`src/adt_consts.vh`:
```
`ifndef ADT_CONSTS_VH
`define ADT_CONSTS_VH
// ==========================================================
// Register map
// ==========================================================
// Byte offsets of the software registers.
`define ADT_OFS_GAIN     8'h00
`define ADT_OFS_OFFSET   8'h04
`define ADT_OFS_ON       8'h08
`define ADT_OFS_DELTA    8'h0C
`define ADT_OFS_DEC      8'h10
`define ADT_OFS_SAMPLE   8'h14
`define ADT_OFS_STATUS   8'h18
`define ADT_OFS_ACTUAL   8'h1C
`define ADT_OFS_OFFTHR   8'h20
// ==========================================================
// Reset values and limits
// ==========================================================
// Gain is hundredths, so unity gain is 100.
`define ADT_GAIN_RST     16'h0064
`define ADT_GAIN_SCALE   16'h0064
`define ADT_GAIN_MAX     16'h03E8
`define ADT_OFFSET_MAX   16'h2710
`define ADT_THR_MAX      16'h4E20
`define ADT_SAMPLE_MAX   16'h03E8
`define ADT_DEC_MAX      2'h3
`endif

```
`src/adt_sat.v`:
```
`timescale 1ns/1ps
// ==========================================================
// Symmetric signed clamp
// ==========================================================
// Clamps a signed value into plus or minus a limit.
module adt_sat #(
	parameter W = 16                        // Data width.
) (
	input  wire signed [W-1:0] din,         // Value to clamp.
	input  wire        [W-1:0] lim,         // Positive magnitude limit.
	output wire signed [W-1:0] dout         // Clamped value.
);
	wire signed [W:0] lim_p = {1'b0, lim};  // Limit widened as positive.
	wire signed [W:0] lim_n = -lim_p;       // Negative limit.
	wire signed [W:0] dx    = {din[W-1], din}; // Sign extended input.

	// Out of range values snap to the nearest bound.
	assign dout = (dx > lim_p) ? lim_p[W-1:0] :
		(dx < lim_n) ? lim_n[W-1:0] : din;
endmodule // adt_sat

```
`src/adt_trigger.v`:
```
// Function
// - Sample is integer, 0..10 V maps 0..1000.
// - Actual equals sample times gain plus offset.
// - Off threshold equals On plus signed delta.
// - Negative delta: output high above On.
// - Negative delta: output low at/below Off.
// - Positive delta: high when On<=actual<Off.
// - Gain signed hundredths, magnitude at most ten.
// - On threshold signed, magnitude up to 20000.
// - Delta signed, magnitude up to 20000.
// - Decimals setting 0..3, display only.
// - Compares use raw integers, ignore decimals.
//
// Implementation choices: the register addresses and strobed register access.
`timescale 1ns/1ps
`include "adt_consts.vh"
module adt_trigger (
	input  wire        clk,                 // 200 MHz system clock.
	input  wire        resetn,              // Asynchronous reset, active low.
	input  wire [7:0]  addr,                // Register byte address.
	input  wire [31:0] wdata,               // Write data.
	input  wire        wr,                  // Write strobe.
	input  wire        rd,                  // Read strobe.
	input  wire [15:0] analog_sample_in,    // Analogue sample, same clock domain.
	input  wire        sample_valid,        // One-cycle pulse, sample is new.
	output reg  [31:0] rdata,               // Read data, one cycle after rd.
	output reg         trig_out             // Binary trigger output.
);
	// ==========================================================
	// Reset release
	// ==========================================================
	reg [1:0] rst_sync;                     // Reset release shifter.
	wire      rst_n = rst_sync[1];          // Synchronised reset.

	// Release is delayed two edges so all flops leave reset together.
	always @(posedge clk or negedge resetn) begin
		if (!resetn) begin
			rst_sync <= 2'h0;
		end else begin
			rst_sync <= {rst_sync[0], 1'b1};
		end
	end

	// ==========================================================
	// Settings
	// ==========================================================
	reg signed [15:0] gain;                 // Gain in hundredths.
	reg signed [15:0] offset;               // Zero offset.
	reg signed [15:0] on_thr;               // On threshold.
	reg signed [15:0] delta;                // Differential.
	reg        [1:0]  dec_places;           // Decimal places, display only.
	reg        [15:0] sample;               // Latched sample.

	wire signed [15:0] gain_c;              // Clamped gain write value.
	wire signed [15:0] offset_c;            // Clamped offset write value.
	wire signed [15:0] on_c;                // Clamped On write value.
	wire signed [15:0] delta_c;             // Clamped delta write value.

	// Clamps keep software writes inside the documented ranges.
	adt_sat #(.W(16)) u_sat_gain (
		.din  (wdata[15:0]),
		.lim  (`ADT_GAIN_MAX),
		.dout (gain_c)
	);
	adt_sat #(.W(16)) u_sat_ofs (
		.din  (wdata[15:0]),
		.lim  (`ADT_OFFSET_MAX),
		.dout (offset_c)
	);
	adt_sat #(.W(16)) u_sat_on (
		.din  (wdata[15:0]),
		.lim  (`ADT_THR_MAX),
		.dout (on_c)
	);
	adt_sat #(.W(16)) u_sat_dl (
		.din  (wdata[15:0]),
		.lim  (`ADT_THR_MAX),
		.dout (delta_c)
	);

	// Register writes.
	always @(posedge clk or negedge rst_n) begin
		if (!rst_n) begin
			gain       <= `ADT_GAIN_RST;
			offset     <= 16'h0000;
			on_thr     <= 16'h0000;
			delta      <= 16'h0000;
			dec_places <= 2'h0;
		end else if (wr) begin
			case (addr)
				`ADT_OFS_GAIN:   gain <= gain_c;
				`ADT_OFS_OFFSET: offset <= offset_c;
				`ADT_OFS_ON:     on_thr <= on_c;
				`ADT_OFS_DELTA:  delta <= delta_c;
				// Decimals are stored for readback and never reach the compare.
				`ADT_OFS_DEC:    dec_places <= wdata[1:0];
				default: begin
				end
			endcase
		end
	end

	// Samples above full scale are clamped to 1000.
	always @(posedge clk or negedge rst_n) begin
		if (!rst_n) begin
			sample <= 16'h0000;
		end else if (sample_valid) begin
			sample <= (analog_sample_in > `ADT_SAMPLE_MAX) ? `ADT_SAMPLE_MAX : analog_sample_in;
		end
	end

	// ==========================================================
	// Arithmetic
	// ==========================================================
	// Wide intermediates avoid overflow: 1000 * 1000 fits well in 32 bits.
	wire signed [31:0] prod   = $signed({16'h0000, sample}) * $signed({{16{gain[15]}}, gain});
	wire signed [31:0] scaled = prod / $signed({16'h0000, `ADT_GAIN_SCALE});
	wire signed [31:0] actual = scaled + $signed({{16{offset[15]}}, offset});
	wire signed [31:0] off_thr = $signed({{16{on_thr[15]}}, on_thr}) +
		$signed({{16{delta[15]}}, delta});
	wire signed [31:0] on_w   = $signed({{16{on_thr[15]}}, on_thr});
	reg                next_trig;           // Next output level.

	// Compare raw integers only; the decimal setting plays no part.
	always @* begin
		next_trig = trig_out;
		if (on_w >= off_thr) begin
			if (actual > on_w) begin
				next_trig = 1'b1;
			end else if (actual <= off_thr) begin
				next_trig = 1'b0;
			end else begin
				next_trig = trig_out;
			end
		end else begin
			if ((actual >= on_w) && (actual < off_thr)) begin
				next_trig = 1'b1;
			end else begin
				next_trig = 1'b0;
			end
		end
	end

	// Output is re-evaluated every cycle.
	always @(posedge clk or negedge rst_n) begin
		if (!rst_n) begin
			trig_out <= 1'b0;
		end else begin
			trig_out <= next_trig;
		end
	end

	// ==========================================================
	// Readback
	// ==========================================================
	// Unmapped addresses read zero; rdata holds only for the cycle after rd.
	always @(posedge clk or negedge rst_n) begin
		if (!rst_n) begin
			rdata <= 32'h00000000;
		end else if (rd) begin
			case (addr)
				`ADT_OFS_GAIN:   rdata <= {{16{gain[15]}}, gain};
				`ADT_OFS_OFFSET: rdata <= {{16{offset[15]}}, offset};
				`ADT_OFS_ON:     rdata <= {{16{on_thr[15]}}, on_thr};
				`ADT_OFS_DELTA:  rdata <= {{16{delta[15]}}, delta};
				`ADT_OFS_DEC:    rdata <= {30'h00000000, dec_places};
				`ADT_OFS_SAMPLE: rdata <= {16'h0000, sample};
				`ADT_OFS_STATUS: rdata <= {31'h00000000, trig_out};
				`ADT_OFS_ACTUAL: rdata <= actual;
				`ADT_OFS_OFFTHR: rdata <= off_thr;
				default:         rdata <= 32'h00000000;
			endcase
		end else begin
			rdata <= 32'h00000000;
		end
	end
endmodule // adt_trigger

```
`config.mk`:
```
export PLATFORM = sky130hd
export DESIGN_NAME = adt_trigger
export DESIGN_NICKNAME = d
export VERILOG_FILES = /design/src/adt_sat.v /design/src/adt_trigger.v
export VERILOG_INCLUDE_DIRS = /design/src /design/src/src
export SDC_FILE = /design/constraint.sdc
export NUM_CORES = 1
export LEC_CHECK = 0
export BUFFER_PORTS_ARGS = -buffer_cell sky130_fd_sc_hd__buf_2
export CAP_MARGIN = 20
export CELL_PAD_IN_SITES_DETAIL_PLACEMENT = 0
export CELL_PAD_IN_SITES_GLOBAL_PLACEMENT = 1
export CORE_MARGIN = 3
export CORE_UTILIZATION = 32
export DETAILED_ROUTE_END_ITERATION = 8
export PLACE_DENSITY_LB_ADDON = 0.1
export SYNTH_ARGS = -nofsm -noshare
export SYNTH_HDL_FRONTEND = slang
export SYNTH_HIERARCHICAL = 1
export SYNTH_SLANG_ARGS = --single-unit
```
`constraint.sdc`:
```
create_clock -name clk -period 3.5 [get_ports clk]
set_clock_uncertainty 0.1 [all_clocks]
set_input_delay 0.7 -clock clk [delete_from_list [all_inputs] [get_ports clk]]
set_output_delay 0.7 -clock clk [all_outputs]
set_load 0.005 [all_outputs]
```
==> flow_summary_export.csv <==
group,metric,value,unit
status,status,"finished with violations",
status,violations,"negative setup slack",
synthesis,synthTopCellsByCount,"inv_1 (431), nand2_1 (405), ha_1 (383)",
route,drt-initial-drc-count,1882,
sta,relSlewSlack,36.2,%
global_routing,grt_max_degree,60,
synthesis,ys_seq_elements,117,
route,ant_nets,0,
cts,cts.clk_slew.worst_paths,0.06,ns
cts,cts_buffer_depth,2,
worst_setup_path,endpoint_kind,"flip-flop",
sta,period_minus_slack,27.50,ns
placed_design,gp_congestion,0.907,
floorplanning,core,102000,sq um
route,wl_per_cell,18.7,um
floorplanning,dieArea,107000,sq um
worst_setup_path,worstPathRequired,3.73,ns
sta,tightestPinTransition,0.953,ns
sta,max_freq,0.0364,GHz
synthesis,yosysMostFrequentCell,"inv_1",
route,drtPass1Iterations,8,
worst_setup_path,arrival,27.73,ns
global_routing,grt-ovfl-total,0,
layout,areaGrowthSynthToFinish,54.6,%
synthesis,avgSynthCellArea,8.03,sq um
worst_setup_path,start_kind,"flip-flop",
sta,period_share,786,%
cts,cts_buffers,17,
floorplanning,start_util,32.3,%
synthesis,ys.flop_type,"dfrtp_1",
worst_setup_path,cp_max_fo,6,
synthesis,syn_area,33000,sq um
floorplanning,fp-row-count,117,
sta,rsz0062_at_grt,"true",
cts,clock_latency,0.45,ns
synthesis,yosysWarnings,6,
synthesis,synth.area.top_cells,"ha_1 (15%), fa_1 (12%), dfrtp_1 (8.7%), inv_1 (4.9%), a21oi_1 (4.9%)",
global_routing,grt_pass1_vias,36227,
floorplanning,fp.dieH,327,um
floorplanning,io_pins,94,
cts,htreeDepth,4,
route,vias,35904,
synthesis,async_flop_share,100,%
route,drc,0,
layout,fin_nets,6416,
synthesis,ys_seq_area_share,8.90,%
cts,clock-root-buffer,"clkbuf_16",
synthesis,synth_top_area_share,14.5,%
route,via_per_inst,5.02,
cts,cts_tree,"yes",
run,cap_violations,0,
global_routing,grt_usage,24.6,%
worst_setup_path,reg2regPathDepth,144,
sta,worst_slack,-24.00,ns
global_routing,antenna_found_initial,2,
synthesis,synth-edff-count,0,
sta,whs,0.228,ns
synthesis,ys_types,144,
placed_design,dp_hpwl,112000,um
sta,hold_viol,0,
worst_setup_path,slowest_stage,"fa_2",
global_routing,grt_pass1_wl,209000,um
worst_hold_path,hp-class,"flip-flop to async pin",
worst_setup_path,crit_top_cell,"buf_4",
worst_setup_path,cpPeakStageDelay,0.55,ns
sta,setup_viol,33,
placed_design,pre_cts_ws,-24.92,ns
cts,clock-sinks,117,
synthesis,yosys.area.top_type,"ha_1",
layout,drive_above_1_share,40.3,%
sta,drv_slew,0,
floorplanning,fp.dieW,327,um
route,routed_wl,134000,um
synthesis,netlist_instances,4104,
worst_setup_path,crit_type,"flip-flop to flip-flop",
placed_design,port_buffers,77,
-- registers in the layout (all words and copies together), names as in the netlist --
name,flops
rdata,32
delta,16
gain,16
offset,16
on_thr,16
sample,16
dec_places,2
rst_sync,2
trig_out,1
-- layout make-up --
| cell class | instances | area, sq um |
|---|---|---|
| diodes | 1 | 2.50 |
| clock buffers | 18 | 429 |
| clock inverters | 14 | 175 |
| fillers | 9994 | 51100 |
| inverters | 434 | 1630 |
| multi-input cells | 3654 | 32000 |
| flip-flops and latches | 117 | 2960 |
| well taps | 1368 | 1710 |
| repair buffers | 1552 | 12000 |
-- routing by layer --
metal	vias to the layer above	track usage [%]	share of wire, %
li1	17813	-	-
met1	17296	33.4	46
met2	678	42.8	48
met3	117	1.20	2.9
met4	0	6.01	2.3
met5	-	0	0
-- worst paths after layout --
| check | from | endpoint | slack (ns) |
|---|---|---|---|
| setup / recovery | gain[5] | trig_out | -24.00 |
| hold / removal | rst_sync[1] | rdata[29] | 0.23 |
| setup reg to reg | gain[5] | trig_out | -24.00 |
| hold reg to reg | rst_sync[1] | rdata[29] | 0.23 |
| max in group asynchronous | rst_sync[1] | gain[5] | 2.26 |
| min in group clk | rst_sync[0] | rst_sync[1] | 0.25 |
-- metrics by stage --
stage	std cells	util (%)	setup TNS [ns]	cell area [sq um]
4_1_cts	7100	48.7	-681.70	49700
5_1_grt	7157	49.9	-733.20	50900
2_1_floorplan	4359	-	-656.50	34800
6_report	7158	49.9	-696.86	50900
3_3_place_gp	6904	44.8	-734.94	45800
3_5_place_dp	6904	44.8	-734.58	45800
-- worst max-delay path, delay by kind of cell, from the launching register on --
family / cells / cell delay, ns
and+or+nand+nor: 28 / 5.02
buffers and inverters: 34 / 4.61
xor gates and xnor gates: 3 / 0.55
adders and majority gates: 10 / 3.99
AOI/OAI and AO/OA: 65 / 11.72
DFF: 1 / 0.49
muxes: 4 / 0.91
-- cells in the final DEF (no fill, tap or decap), drive strengths merged, types with 76 or more instances in the layout --
cell,Yosys,routed
dfrtp,114,114
conb,2,257
buf,49,1551
nand3,76,76
nor3,79,79
inv,433,439
mux2,109,109
ha,383,383
fa,196,196
xnor2,190,190
nor2,249,249
o21ai,187,187
and2,156,156
a21oi,337,337
nand2,405,405
-- timing repair --
action                                 in CTS  in global routing
setup endpoints to repair                  33                 33
hold buffers                                1                  0
buffers inserted                          166                 60
resized for setup                         390                173
endpoints found under the hold margin       2                  0
pin swaps                                 228                193
-- kinds of logic after synthesis --
group	Yosys count	share of synthesized area, %
and+or+nand+nor	1283	20.2
AOI/OAI and AO/OA	1119	24.7
muxes	168	5.66
xor gates and xnor gates	246	6.97
adders and majority gates	581	26.5
buffers and inverters	588	7.12
other	2	0.0228
DFF	117	8.90
Power is not shown: default switching activity piles up to over one toggle a cycle in this logic, so the estimate is an artifact.
